<file path="src/rtl/cci_pkg.sv">
// constants shared by the console controller input block
// assumes a 20 MHz ref_clk and an 8-bit register port with a 4-bit address
package cci_pkg;
   // register port widths and offsets
   localparam int          DATA_W          = 8;
   localparam int          ADDR_W          = 4;
   localparam logic [3:0]  ADR_CONSOLE     = 4'h0; // console_switch_outputs
   localparam logic [3:0]  ADR_SKCTRL      = 4'h1; // serial_keyboard_control
   localparam logic [3:0]  ADR_SCAN_CODE   = 4'h2; // key_scan_code
   localparam logic [3:0]  ADR_SKSTATUS    = 4'h3; // serial_keyboard_status
   localparam logic [3:0]  ADR_IRQ_STATUS  = 4'h4; // interrupt_status, write one to clear
   localparam logic [3:0]  ADR_IRQ_MASK    = 4'h5;
   localparam logic [3:0]  ADR_FIRE        = 4'h6; // fire_button_inputs
   localparam logic [3:0]  ADR_PADDLE_BASE = 4'h8; // paddle_count 0..7 at 8..F

   // field positions
   localparam int          CON_SEL_LSB     = 0;    // controller select, two bits
   localparam int          CON_POT_POWER   = 2;    // stick power and trackball calibration
   localparam int          SKC_DEBOUNCE    = 0;
   localparam int          SKS_KEY_DOWN    = 2;
   localparam int          SKS_SHIFT       = 3;
   localparam int          IRQ_KEY         = 6;
   localparam int          IRQ_BREAK       = 7;

   // values after reset
   localparam logic [7:0]  RST_CONSOLE     = 8'h00;
   localparam logic [7:0]  RST_SKCTRL      = 8'h00;
   localparam logic [7:0]  RST_SCAN_CODE   = 8'h00;
   localparam logic [7:0]  RST_IRQ         = 8'h00;
   localparam logic [7:0]  RST_MASK        = 8'h00;

   // paddle count ceiling, also the value read while pots are unpowered
   localparam logic [7:0]  POT_MAX         = 8'hE4;

   // scan line timing: one keyboard scan code step per scan line
   localparam int          CLK_HZ          = 20_000_000;
   localparam int          SCAN_LINE_NS    = 64_000;
   localparam int          LINE_CYC        = (SCAN_LINE_NS * (CLK_HZ / 1_000_000) + 999) / 1000;
   localparam logic [11:0] LINE_LAST       = 12'(LINE_CYC - 1);

   // game-control codes on scan-code bits 1 to 4
   localparam logic [3:0]  CODE_NONE       = 4'h0;
   localparam logic [3:0]  CODE_START      = 4'hC;
   localparam logic [3:0]  CODE_PAUSE      = 4'h8;
   localparam logic [3:0]  CODE_RESET      = 4'h4;

   // keyboard report state
   typedef enum logic [0:0] {
      CCI_IDLE         = 1'b0,
      CCI_WAIT_RELEASE = 1'b1
   } cci_kbd_state_type;
endpackage

</file>
<file path="src/rtl/cci_top.sv">
// console controller input: controller select, keypad scan, triggers, paddle counts
// assumes all controller pins are asynchronous to ref_clk and the register port is synchronous
//
// Design decisions made here: the register addresses and the strobed register port.
`timescale 1ns/1ps

// Contract
// - console bits 1:0 pick which controller keypad and top button are scanned
// - bottom buttons and sticks use per-controller inputs, ignoring the select bits
// - digit, star and hash keys encode on scan-code bits 1 to 4 per table
// - Start, Pause and Reset encode as 1100, 1000 and 0100
// - unused scan lines make every pressed key match four times per scan
// - debounce on sees duplicates as many keys, so nothing is reported
// - debounce off reports a held key again every 32 scan lines
// - debounce enabled within one line after a report waits for key release
// - console bit 2 powers pots; unpowered, every paddle count reads 228
// - console bit 2 line also serves trackball calibration and detection
// - even paddle inputs horizontal, low is left; odd vertical, low is up
// - each bottom button drives its own fire button input
// - top button acts as shift/control/break: break interrupt and top code bits
// - console switch lines are outputs only, never read back from pins
module cci_top
   import cci_pkg::*;
(
   input  wire logic                      ref_clk,
   input  wire logic                      arst_n,
   input  wire logic [cci_pkg::ADDR_W-1:0] reg_addr,
   input  wire logic [cci_pkg::DATA_W-1:0] reg_wdata,
   input  wire logic                      reg_write,
   input  wire logic                      reg_read,
   output logic      [cci_pkg::DATA_W-1:0] reg_rdata,
   output logic                           irq,
   output logic      [3:0]                console_lines,
   output logic                           pot_dump,
   input  wire logic [3:0][15:0]          keypad_n,
   input  wire logic [3:0]                top_button_n,
   input  wire logic [3:0]                fire_button_n,
   input  wire logic [7:0]                pot_in
);
   import cci_pkg::*;

   // true when a key code in scan bits 1 to 4 is one of the fifteen pad buttons
   function automatic logic code_valid(input logic [3:0] code);
      code_valid = (code != CODE_NONE);
   endfunction

   // pin synchronisers, two flops each
   logic [3:0][15:0] key_meta;
   logic [3:0][15:0] key_sync;
   logic [3:0]       top_meta;
   logic [3:0]       top_sync;
   logic [3:0]       fire_meta;
   logic [3:0]       fire_sync;
   logic [7:0]       pot_meta;
   logic [7:0]       pot_sync;

   always_ff @(posedge ref_clk or negedge arst_n) begin
      if (!arst_n) begin
         key_meta  <= '1;
         key_sync  <= '1;
         top_meta  <= '1;
         top_sync  <= '1;
         fire_meta <= '1;
         fire_sync <= '1;
         pot_meta  <= '0;
         pot_sync  <= '0;
      end else begin
         key_meta  <= keypad_n;
         key_sync  <= key_meta;
         top_meta  <= top_button_n;
         top_sync  <= top_meta;
         fire_meta <= fire_button_n;
         fire_sync <= fire_meta;
         pot_meta  <= pot_in;
         pot_sync  <= pot_meta;
      end
   end

   // software state and keyboard scan state
   logic [7:0]        console;
   logic [7:0]        skctrl;
   logic [7:0]        scan_code;
   logic [7:0]        irq_status;
   logic [7:0]        irq_mask;
   logic [11:0]       line_cnt;
   logic [5:0]        scan_step;
   logic [1:0]        scan_sel;
   logic              window;
   logic [5:0]        held_code;
   logic              top_prev;
   cci_kbd_state_type kbd_state;
   logic [7:0]        next_console;
   logic [7:0]        next_skctrl;
   logic [7:0]        next_scan_code;
   logic [7:0]        next_irq_status;
   logic [7:0]        next_irq_mask;
   logic [11:0]       next_line_cnt;
   logic [5:0]        next_scan_step;
   logic [1:0]        next_scan_sel;
   logic              next_window;
   logic [5:0]        next_held_code;
   logic              next_top_prev;
   cci_kbd_state_type next_kbd_state;
   logic              line_tick;
   logic              key_hit;
   logic              top_held;
   logic              debounce;
   logic              wr_irq;

   // scan line timing, key matching and register writes
   always_comb begin
      line_tick       = (line_cnt == LINE_LAST);
      debounce        = skctrl[SKC_DEBOUNCE];
      // only bits 1 to 4 reach the pads, so each key matches four steps per scan
      key_hit         = code_valid(scan_step[4:1]) && !key_sync[scan_sel][scan_step[4:1]];
      top_held        = !top_sync[scan_sel];
      wr_irq          = reg_write && (reg_addr == ADR_IRQ_STATUS);
      next_line_cnt   = line_tick ? 12'h000 : line_cnt + 12'h001;
      next_scan_step  = scan_step;
      next_scan_sel   = scan_sel;
      next_window     = window;
      next_scan_code  = scan_code;
      next_held_code  = held_code;
      next_kbd_state  = kbd_state;
      next_top_prev   = top_held;
      next_console    = console;
      next_skctrl     = skctrl;
      next_irq_mask   = irq_mask;
      next_irq_status = irq_status;
      if (reg_write) begin
         case (reg_addr)
            ADR_CONSOLE:  next_console  = reg_wdata;
            ADR_SKCTRL:   next_skctrl   = reg_wdata;
            ADR_IRQ_MASK: next_irq_mask = reg_wdata;
            default:      ;
         endcase
      end
      // write one to clear; events below are applied after, so a set wins
      if (wr_irq) begin
         next_irq_status = irq_status & ~reg_wdata;
      end
      if (top_held && !top_prev) begin
         next_irq_status[IRQ_BREAK] = 1'b1;
      end
      if (line_tick) begin
         next_scan_step = scan_step + 6'h01;
         next_window    = 1'b0;
         // controller select is only sampled at the end of a full scan
         if (scan_step == 6'h3F) begin
            next_scan_sel = console[CON_SEL_LSB +: 2];
         end
         case (kbd_state)
            CCI_IDLE: begin
               // with debounce on, the duplicate matches look like several keys: no report
               if (key_hit && !debounce) begin
                  next_scan_code                = {top_held, top_held, scan_step};
                  next_irq_status[IRQ_KEY]      = 1'b1;
                  next_held_code                = scan_step;
                  next_window                   = 1'b1;
               end
            end
            CCI_WAIT_RELEASE: begin
               // release is seen when the held key's own step finds it up
               if (!debounce || (scan_step == held_code && !key_hit)) begin
                  next_kbd_state = CCI_IDLE;
               end
            end
            default: next_kbd_state = CCI_IDLE;
         endcase
      end
      // debounce turned on within one line of a report holds that key
      if (window && debounce && kbd_state == CCI_IDLE) begin
         next_kbd_state = CCI_WAIT_RELEASE;
         next_window    = 1'b0;
      end
   end

   always_ff @(posedge ref_clk or negedge arst_n) begin
      if (!arst_n) begin
         console    <= RST_CONSOLE;
         skctrl     <= RST_SKCTRL;
         scan_code  <= RST_SCAN_CODE;
         irq_status <= RST_IRQ;
         irq_mask   <= RST_MASK;
         line_cnt   <= 12'h000;
         scan_step  <= 6'h00;
         scan_sel   <= 2'h0;
         window     <= 1'b0;
         held_code  <= 6'h00;
         top_prev   <= 1'b0;
         kbd_state  <= CCI_IDLE;
      end else begin
         console    <= next_console;
         skctrl     <= next_skctrl;
         scan_code  <= next_scan_code;
         irq_status <= next_irq_status;
         irq_mask   <= next_irq_mask;
         line_cnt   <= next_line_cnt;
         scan_step  <= next_scan_step;
         scan_sel   <= next_scan_sel;
         window     <= next_window;
         held_code  <= next_held_code;
         top_prev   <= next_top_prev;
         kbd_state  <= next_kbd_state;
      end
   end

   // paddle measurement: one count per scan line until the pot input trips
   logic [7:0]      pot_cnt;
   logic [7:0][7:0] paddle;
   logic [7:0]      pot_done;
   logic            dump;
   logic [7:0]      next_pot_cnt;
   logic [7:0][7:0] next_paddle;
   logic [7:0]      next_pot_done;
   logic            next_dump;

   // each stick input has its own counter latch, independent of the select bits
   always_comb begin
      next_pot_cnt  = pot_cnt;
      next_paddle   = paddle;
      next_pot_done = pot_done;
      next_dump     = dump;
      if (line_tick) begin
         next_dump = 1'b0;
         if (pot_cnt == POT_MAX) begin
            next_pot_cnt  = 8'h00;
            next_pot_done = 8'h00;
            next_dump     = 1'b1;
         end else begin
            next_pot_cnt = pot_cnt + 8'h01;
         end
         for (int i = 0; i < 8; i++) begin
            // even inputs horizontal, odd vertical; the count itself gives direction
            if (!pot_done[i] && (pot_sync[i] || pot_cnt == POT_MAX)) begin
               next_paddle[i]   = pot_cnt;
               next_pot_done[i] = 1'b1;
            end
         end
      end
   end

   always_ff @(posedge ref_clk or negedge arst_n) begin
      if (!arst_n) begin
         pot_cnt  <= 8'h00;
         paddle   <= {8{POT_MAX}};
         pot_done <= 8'h00;
         dump     <= 1'b1;
      end else begin
         pot_cnt  <= next_pot_cnt;
         paddle   <= next_paddle;
         pot_done <= next_pot_done;
         dump     <= next_dump;
      end
   end

   // read mux and registered outputs
   logic [7:0] next_rdata;
   logic       next_irq;
   logic       pot_power;

   always_comb begin
      pot_power  = console[CON_POT_POWER];
      next_irq   = |(next_irq_status & next_irq_mask);
      next_rdata = 8'h00;
      if (reg_read) begin
         if (reg_addr >= ADR_PADDLE_BASE) begin
            next_rdata = pot_power ? paddle[reg_addr[2:0]] : POT_MAX;
         end else begin
            case (reg_addr)
               ADR_CONSOLE:    next_rdata = console; // register copy, pins never read
               ADR_SKCTRL:     next_rdata = skctrl;
               ADR_SCAN_CODE:  next_rdata = scan_code;
               ADR_SKSTATUS: begin
                  // top button held and waiting for key release, both active high
                  next_rdata[SKS_SHIFT]    = top_held;
                  next_rdata[SKS_KEY_DOWN] = (kbd_state == CCI_WAIT_RELEASE);
               end
               ADR_IRQ_STATUS: next_rdata = irq_status;
               ADR_IRQ_MASK:   next_rdata = irq_mask;
               ADR_FIRE:       next_rdata = {4'h0, ~fire_sync};
               default:        next_rdata = 8'h00;
            endcase
         end
      end
   end

   always_ff @(posedge ref_clk or negedge arst_n) begin
      if (!arst_n) begin
         reg_rdata     <= 8'h00;
         irq           <= 1'b0;
         console_lines <= 4'h0;
         pot_dump      <= 1'b1;
      end else begin
         reg_rdata     <= next_rdata;
         irq           <= next_irq;
         console_lines <= next_console[3:0];
         pot_dump      <= next_dump;
      end
   end

endmodule

</file>
<file path="config.mk">
export PLATFORM = sky130hd
export DESIGN_NAME = cci_top
export DESIGN_NICKNAME = d
export VERILOG_FILES = /design/src/rtl/cci_pkg.sv /design/src/rtl/cci_top.sv
export SDC_FILE = /design/constraint.sdc
export NUM_CORES = 1
export LEC_CHECK = 0
export ABC_CLOCK_PERIOD_IN_PS = 3300
export BUFFER_PORTS_ARGS = -buffer_cell sky130_fd_sc_hd__clkbuf_2
export CAP_MARGIN = 20
export CORE_MARGIN = 2
export CORE_UTILIZATION = 59
export CTS_CLUSTER_DIAMETER = 200
export DETAILED_ROUTE_END_ITERATION = 10
export MAX_ROUTING_LAYER = met4
export PLACE_DENSITY = 0.79
export SYNTH_ARGS = -nofsm -noshare
export SYNTH_HDL_FRONTEND = slang
export SYNTH_SLANG_ARGS = --single-unit
</file>
<file path="constraint.sdc">
create_clock -name ref_clk -period 3.3 [get_ports ref_clk]
set_clock_uncertainty 0.1 [all_clocks]
set_input_delay 0.66 -clock ref_clk [delete_from_list [all_inputs] [get_ports ref_clk]]
set_output_delay 0.66 -clock ref_clk [all_outputs]
set_load 0.005 [all_outputs]
</file>
Word-level counts from Yosys, hierarchy flattened --
Index checks and enable logic that the tools add are counted.
Word-level totals: register bits after elaboration 318, output and inout bits 14
Operators by class: add/subtract/negate cells 3, order comparisons 4, equality and inequality tests 10, multiplexer cells 41, bitwise operators 5, reduce and logical (&&, ||, !) cells 69
Operator list (count):
- two-way mux 8 bit | 9
- AND reduction 2 bit | 19
- binary-select mux 16 bit (select 2 bit) | 1
- binary-select mux 8 bit (select 3 bit) | 1
- two-way mux 1 bit | 23
- one-hot mux 4 bit (5 select lines) | 1
- nonzero test 2 bit | 9
- AND 8 bit | 2
- two-way mux 16 bit | 1
- logical AND 1 bit | 15
- one-hot mux 2 bit (7 select lines) | 1
- logical NOT 1 bit | 13
- adder 12 x 1 -> 12 bit (second input constant) | 1
- equality test 12 x 11 -> 1 bit (second input constant) | 1
- equality test 4 x 3 -> 1 bit (second input constant) | 3
- two-way mux 12 bit | 1
- one-hot mux 2 bit (6 select lines) | 1
- logical OR 1 bit | 9
- adder 8 x 1 -> 8 bit (second input constant) | 1
- equality test 4 x 2 -> 1 bit (second input constant) | 2
- equality test 8 bit (second input constant) | 1
- inverter 8 bit | 1
- OR reduction 8 bit | 1
- adder 6 x 1 -> 6 bit (second input constant) | 1
- other kinds (14) | 14

Depth between registers and ports, before layout --
Gate-level depths: netlist (run 1).
depth after elaboration 13, depth in mapped cells 9

Worst setup path before layout (run 1) --
OpenSTA, ideal clock, no wires.
path kind input to register, from input port reg_addr[1] (netlist bit), to register irq, arrival time 2.339 ns, data required time 3.057 ns, path slack 0.718 ns, cell stages on the path 8, path through clkbuf_1 nor3b_1 and3_1 buf_2 mux2_2 a22o_1 a221oi_1 o211ai_1
Between the ends: elaborated cells between the ends (all ways) 12
RTL lines:
- start: declaration | line cci_top.sv:27 | input wire logic [cci_pkg::ADDR_W-1:0] reg_addr,
- equality test 4 x 3 -> 1 bit | line cci_top.sv:131 | case (reg_addr)
- two-way mux 8 bit | line cci_top.sv:131
- two-way mux 8 bit | line cci_top.sv:130 | if (reg_write) begin
- net next_irq_mask[1] | line cci_top.sv:96 | logic [7:0] next_irq_mask;
- AND 8 bit | line cci_top.sv:264 | next_irq = |(next_irq_status & next_irq_mask);
- OR reduction 8 bit | line cci_top.sv:264
- net next_irq | line cci_top.sv:259 | logic next_irq;
- end signal: assignment | line cci_top.sv:296 | irq <= next_irq;
- end: declaration | line cci_top.sv:32 | output logic irq,
The timed path passes the listed nets, and every way through them passes these cells. A chain may end at the register's enable or synchronous reset.

Final worst setup path (run 1) --
from register scan_sel[0], to register scan_code[0]
Between the ends: cells in the longest elaborated chain, start to end 8
Ends and longest elaborated chain:
- start: declaration | line cci_top.sv:87 | logic [1:0] scan_sel;
- start signal: assignment | line cci_top.sv:200 | scan_sel <= next_scan_sel;
- binary-select mux 16 bit (select 2 bit) | line cci_top.sv:115 | key_hit = code_valid(scan_step[4:1]) && !key_sync[scan_sel][scan_step[4:1]];
- two-way mux 16 bit (implied by the code) | line cci_top.sv:115
- binary-select mux 1 bit (select 4 bit) | line cci_top.sv:115
- two-way mux 1 bit (implied by the code) | line cci_top.sv:115
- logical NOT 1 bit | line cci_top.sv:115
- logical AND 1 bit | line cci_top.sv:115
- logical AND 1 bit | line cci_top.sv:155 | if (key_hit && !debounce) begin
- AND reduction 3 bit (no source line)
- end signal: assignment | line cci_top.sv:195 | scan_code <= next_scan_code;
- end: declaration | line cci_top.sv:82 | logic [7:0] scan_code;
Every way passes these cells. The select of a mux whose other input is x is not followed.

==> metrics.md, run 1 <==
| Metric | Value |
|---|---|
| Worst-margin pin slew | `0.664 ns` |
| Number of routed nets with antenna violations | `0` |
| Top sig layer | `met4` |
| Total CTS buffers | `30` |
| Post-cts sizing count | `0` |
| Cells after Synth | `738` |
| Routed vias/inst | `5.68` |
| Crit path launch type | `flop` |
| Post-synth top area cell | `dfstp_2` |
| Met1 WL | `9350 um` |
| Switching pwr | `0.00168 W` |
| First-pass GRT wire length | `36,700 um` |
| Minimum clock period | `2.93 ns` |
| Post-synth ARST share | `100%` |
| Drt wl/cell | `20.0 um` |
| Area Growth Syn to Fin | `16.3%` |
| Synth top area cells | `dfstp_2 38%, dfrtp_1 29%, mux2_2 9.9%, mux4_2 4.6%, mux4_1 1.8%` |
| Die area | `20,900 um^2` |
| Port Buf Inserts | `105` |
| CTS Buffer Depth | `3` |
| Internal | `0.00627 W` |
| Mapped Area | `11,700 um^2` |
| Layout cell share with drive strength beyond 1 | `55.4%` |
| Clk sink count | `304` |
| LEAKAGE | `6.01 nW` |
| Sequential share of the synthesized area | `66.9%` |
| CTS Root Cell | `clkbuf_16` |
| Peak VDD IR | `525 uV` |
| Final-stage net count | `951` |
| Final setup fails | `0` |
| Vias in the first global route | `6,924` |
| Sw frac | `21.1%` |
| Sequential share of power | `51.0%` |
| Cell Rows | `51` |
| Synthesized flop and latch total | `304` |
| Tcrit/Tclk final | `88.7%` |
| Setup slack after layout | `0.374 ns` |
| Clock power share | `44.1%` |
| Total global routing overflow | `0` |
| Arrival time at the worst endpoint | `3.25 ns` |
| Hold crit path type | `in -> async` |
| Largest net degree at the start of global routing | `83` |
| Outcome | `finished, final reports clean` |
| Clock slew at reported path FFs | `0.06 ns` |
| Setup WS pre-CTS | `0.409 ns` |
| Most frequent cells in the layout | `169 x dfstp_2, 135 x dfrtp_1, 104 x clkbuf_2` |
| Ys flop type | `dfstp_2` |
| Vias | `6,457` |
| Fmax | `342 MHz` |
| CORE AREA | `19,500 um^2` |
| Fin. max-slew vios | `0` |
| Hold Slack | `0.0275 ns` |
| Syn Nets | `838` |
| Die Height | `145 um` |
| R2R depth | `6` |
| Gpl congestion | `0.849` |
| DP HPWL | `14,600 um` |
| Comb pwr share | `4.8%` |
| ANT cells | `0` |
| Worst-path maximum fanout | `11` |
| Commonest non-fill, non-tap cell in the layout | `dfstp_2` |
| Pre-antenna DRT Iters | `4` |
| Cell Pwr Density | `586 nW/um^2` |
| Die X | `145 um` |
| Worst EP required | `3.63 ns` |
| Max-cap violation count | `0` |
| Post-Route Utilization | `69.8%` |
| Synth top area share | `38.0%` |
| Starting Density | `60.0%` |
| Max_slew headroom | `55.6%` |
| Distinct cell type count after synthesis | `58` |
| Met3 wire len | `1230 um` |
| Hold Vio Cnt, Final | `0` |
| Initial antenna violation count | `0` |
| Drt initial violations | `363` |
| EDFF count, synth | `0` |
| Detailed route wirelength on metal2 | `11,700 um` |
| Power, Total | `0.00795 W` |
| Ys Warns | `0` |
| Drt drc | `0` |
| Post-CTS Hold Fix Bufs | `0` |
| FF-to-FF setup slack | `0.37 ns` |
| Worst setup EP type | `flop` |
| RSZ-0062 raised after global routing | `false` |
| Clk Latency, worst-skew pair | `0.54 ns` |
| CTS H-tree depth | `1` |
| Total track usage | `23.5%` |
| Avg Inst Size Synth | `15.8 um^2` |
| IO Pins | `110` |
| Setup bufs post-CTS | `0` |
| CTS tree | `done` |
| Critical path class | `reg -> reg` |
| Fill count | `1,262` |
| Routed WL | `22,800 um` |
| Setup TNS | `0 ns` |
==> cell type report <==
class	instances	area, um^2	area share, %
flip-flops and latches	304	7820	57.6
clock buffers	41	927	6.83
clock inverters	12	121	0.894
well taps	265	332	2.44
repair buffers	120	698	5.14
multi-input cells	385	3640	26.8
inverters	10	37.5	0.276
==> stage by stage <==
step / cell area (um^2) / cells
after global placement: 12500 / 1084
final: 13600 / 1137
after floorplan: 11700 / 738
after CTS: 13600 / 1137
after detailed placement: 12500 / 1084
after global routing: 13600 / 1137
==> Yosys cell counts (5+ instances only) <==
| cell type | instances |
|---|---|
| a21o_1 | 8 |
| nand3_1 | 11 |
| a31oi_1 | 9 |
| nand4_1 | 9 |
| xnor2_1 | 13 |
| nand3b_1 | 6 |
| a221oi_1 | 5 |
| buf_2 | 8 |
| dfstp_2 | 169 |
| nor2b_1 | 9 |
| mux4_2 | 24 |
| nor2_1 | 29 |
| nand2_1 | 31 |
| xor2_1 | 9 |
| inv_1 | 10 |
| clkbuf_1 | 25 |
| mux2_2 | 103 |
| a21boi_0 | 7 |
| nor3_4 | 9 |
| a21oi_1 | 13 |
| mux4_1 | 8 |
| o21ai_0 | 13 |
| dfrtp_1 | 135 |
| mux2i_1 | 15 |
==> flip-flops by register name, indices dropped and copies added (netlist names), 4 cells and up <==
signal,cells
scan_code,7
pot_cnt,8
key_meta,60
irq_mask,8
console,8
paddle,64
reg_rdata,8
irq_status,8
pot_sync,8
pot_meta,8
fire_meta,4
skctrl,8
scan_step,6
key_sync,60
top_sync,4
fire_sync,4
pot_done,8
line_cnt,12
top_meta,4
==> layer usage <==
layer	track usage (%)	vias to the layer above
li1	-	2861
met4	5.98	0
met3	3.75	35
met1	30.6	3366
met2	39.5	195
met5	-	-
==> critical path: stages, from the launching register on <==
cell      delay (ns)
dfrtp_1         0.76
mux4_1          0.68
a32oi_1         0.23
a41oi_1         0.16
a22oi_2         0.37
nand3b_4        0.19
mux2_2          0.32
==> final timing paths <==
check / from / endpoint
setup / recovery: scan_sel[0] / scan_code[0]
hold / removal: arst_n / reg_rdata[6]
setup reg to reg: scan_sel[0] / scan_code[0]
hold reg to reg: pot_meta[0] / pot_sync[0]
max in group asynchronous: arst_n / key_meta[21]
min in group ref_clk: top_button_n[1] / top_meta[1]
==> kinds of logic after synthesis <==
kind of cell,Yosys count,share of synthesized area (%)
DFF,304,66.9
muxes,151,17.7
and+or+nand+nor,132,7.02
AOI/OAI and AO/OA,76,4.37
buffers and inverters,49,1.85
xor gates and xnor gates,22,1.65
adders and majority gates,4,0.429
==> power by group through the flow <==
| stage | registers (W) | clock network [W] | logic (W) |
|---|---|---|---|
| 2_1_floorplan | 0.00408 | 0 | 0.000201 |
| 3_3_place_gp | 0.00410 | 0 | 0.000375 |
| 3_5_place_dp | 0.00412 | 0 | 0.000390 |
| 4_1_cts | 0.00406 | 0.00357 | 0.000393 |
| 5_1_grt | 0.00408 | 0.00375 | 0.000433 |
| 6_report | 0.00406 | 0.00351 | 0.000385 |
Power figures use the tool's default switching activity.
==> inputs of run 2 (changes only) <==
- BUFFER_PORTS_ARGS: -buffer_cell sky130_fd_sc_hd__clkbuf_2 -> default
- DONT_BUFFER_PORTS: default -> 1
- GPL_TIMING_DRIVEN: default -> 0
- PLACE_DENSITY: 0.79 -> 0.75
==> run 2 against run 1 <==
The run now ends with negative hold slack left. Largest cell class unchanged. Global-route usage grew 2.7 points. Highest routed layer unchanged. Largest power group unchanged. Core utilization up 0.77 points. Routed wire length is 12% higher. Combinational power shrank 15%. Register-to-register slack worse by 0.17 ns.
==> metrics.md, run 2 (same netlist as run 1, synthesis figures left out) <==
| Metric | Value |
|---|---|
| Setup slack after layout | `0.206 ns` |
| Worst EP required | `3.63 ns` |
| Tcrit/Tclk final | `93.8%` |
| Vias | `6,626` |
| IO Pins | `110` |
| Post-cts sizing count | `0` |
| Clock slew at reported path FFs | `0.06 ns` |
| Most frequent cells in the layout | `169 x dfstp_2, 135 x dfrtp_1, 103 x mux2_2` |
| Initial antenna violation count | `0` |
| ANT cells | `0` |
| Max_slew headroom | `52.5%` |
| Die Height | `145 um` |
| Hold Vio Cnt, Final | `166` |
| Clock power share | `43.1%` |
| Total global routing overflow | `0` |
| Clk sink count | `304` |
| Final setup fails | `0` |
| CTS Buffer Depth | `3` |
| Peak VDD IR | `480 uV` |
| Fmax | `323 MHz` |
| Drt wl/cell | `22.5 um` |
| Registers with the most flip-flops | `paddle (64), key_meta (60), key_sync (60)` |
| CTS tree | `done` |
| Die area | `20,900 um^2` |
| Number of routed nets with antenna violations | `0` |
| Critical path class | `reg -> reg` |
| Drt drc | `0` |
| Total track usage | `26.3%` |
| Worst setup EP type | `flop` |
| Max FFs per register | `64` |
| Largest net degree at the start of global routing | `305` |
| Total CTS buffers | `30` |
| Final-stage net count | `944` |
| Gpl congestion | `0.866` |
| First-pass GRT wire length | `39,700 um` |
| Drt initial violations | `514` |
| LEAKAGE | `5.83 nW` |
| Biggest register | `paddle` |
| Setup TNS | `0 ns` |
| Crit path launch type | `flop` |
| Port Buf Inserts | `0` |
| Area Growth Syn to Fin | `17.5%` |
| Routed vias/inst | `5.86` |
| Power, Total | `0.00773 W` |
| Cell Rows | `51` |
| Max-cap violation count | `0` |
| Switching pwr | `0.00162 W` |
| Worst-margin pin slew | `0.711 ns` |
| Sequential share of power | `52.7%` |
| Outcome | `complete, but fails checks` |
| CTS H-tree depth | `1` |
| Hold crit path type | `in -> async` |
| CORE AREA | `19,500 um^2` |
| Hold Slack | `-0.269 ns` |
| Internal | `0.00611 W` |
| Cell Pwr Density | `563 nW/um^2` |
| Layout cell share with drive strength beyond 1 | `42.7%` |
| Pre-antenna DRT Iters | `6` |
| Commonest non-fill, non-tap cell in the layout | `dfstp_2` |
| Clk Latency, worst-skew pair | `0.56 ns` |
| Vias in the first global route | `7,164` |
| Sw frac | `20.9%` |
| DP HPWL | `15,000 um` |
| Setup WS pre-CTS | `0.0203 ns` |
| Fin cells | `1,131` |
| Failing checks | `negative hold slack` |
| Worst-path maximum fanout | `10` |
| Comb pwr share | `4.2%` |
| Routed WL | `25,400 um` |
| CTS Root Cell | `clkbuf_16` |
| Post-Place Cells | `1,003` |
| Fin. max-slew vios | `0` |
| Minimum clock period | `3.09 ns` |
| Starting Density | `60.0%` |
| Die X | `145 um` |
| Arrival time at the worst endpoint | `3.42 ns` |
## run 2: cell count changes in the layout (fill, tap and decap cells not counted), moves of 3 or more
cell	previous run	this run
buf_12	4	1
buf_4	11	4
clkbuf_16	34	31
clkbuf_1	2	35
buf_2	0	8
clkbuf_2	104	0
dlygate4sd3_1	0	73
## run 2: path summary, 6_finish.rpt
| path | depth (start not counted) | slack [ns] | startpoint | endpoint |
|---|---|---|---|---|
| hold reg to reg | 0 | 0.25 | pot_meta[6] | pot_sync[6] |
| min in group ref_clk | 0 | 0.03 | pot_in[2] | pot_meta[2] |
| hold / removal | 0 | -0.27 | arst_n | paddle[51] |
| max in group asynchronous | 0 | 2.89 | arst_n | pot_sync[5] |
| setup reg to reg | 9 | 0.21 | pot_cnt[0] | paddle[28] |
| setup / recovery | 9 | 0.21 | pot_cnt[0] | paddle[28] |
## run 2: repair_timing
item / in CTS / in global routing
hold buffers: 68 / 5
hold endpoints to repair: 372 / 309
setup endpoints to repair: 0 / 5
setup buffers: 0 / 1
## run 2: metrics by stage
stage	hold WS, ns	cell area, um^2	utilization (%)
final	-0.269	13700	70.5
after global routing	-0.307	13700	70.5
after floorplan	0.231	11700	-
after global placement	0.234	12000	61.7
after CTS	-0.310	13700	70.2
after detailed placement	0.235	12000	61.7
## run 2: critical path: stages (launching register included)
cell      delay (ns)
dfrtp_1         0.39
clkbuf_1        0.22
inv_1           0.12
ha_1            0.15
nand2_1         0.07
nor4_2          0.49
clkbuf_1        0.40
nor2_1          0.13
nor3_4          0.49
mux2_2          0.40
## run 2: final cells by class
cell class	count	area, um^2
buffer	39	179
clock buffer	44	855
clock inverter	10	113
fill	1196	5730
inverter	10	37.5
multi-input combinational	385	3640
sequential	304	7820
tap	265	332
timing repair buffer	74	751
## run 2: layer usage
| metal | vias up | GRT usage [%] | routed length, um |
|---|---|---|---|
| met3 | 80 | 3.75 | 1270 |
| met4 | 0 | 11.2 | 1130 |
| li1 | 2869 | - | - |
| met1 | 3406 | 31.5 | 9660 |
| met5 | - | - | 0 |
| met2 | 271 | 45.1 | 13300 |
## run 2: power by group through the flow
| stage | Combinational [W] | Sequential, W | Clock, W |
|---|---|---|---|
| 5_1_grt | 0.000351 | 0.00409 | 0.00355 |
| 2_1_floorplan | 0.000201 | 0.00408 | 0 |
| 3_3_place_gp | 0.000242 | 0.00411 | 0 |
| 6_report | 0.000328 | 0.00407 | 0.00333 |
| 3_5_place_dp | 0.000250 | 0.00412 | 0 |
| 4_1_cts | 0.000319 | 0.00407 | 0.00339 |
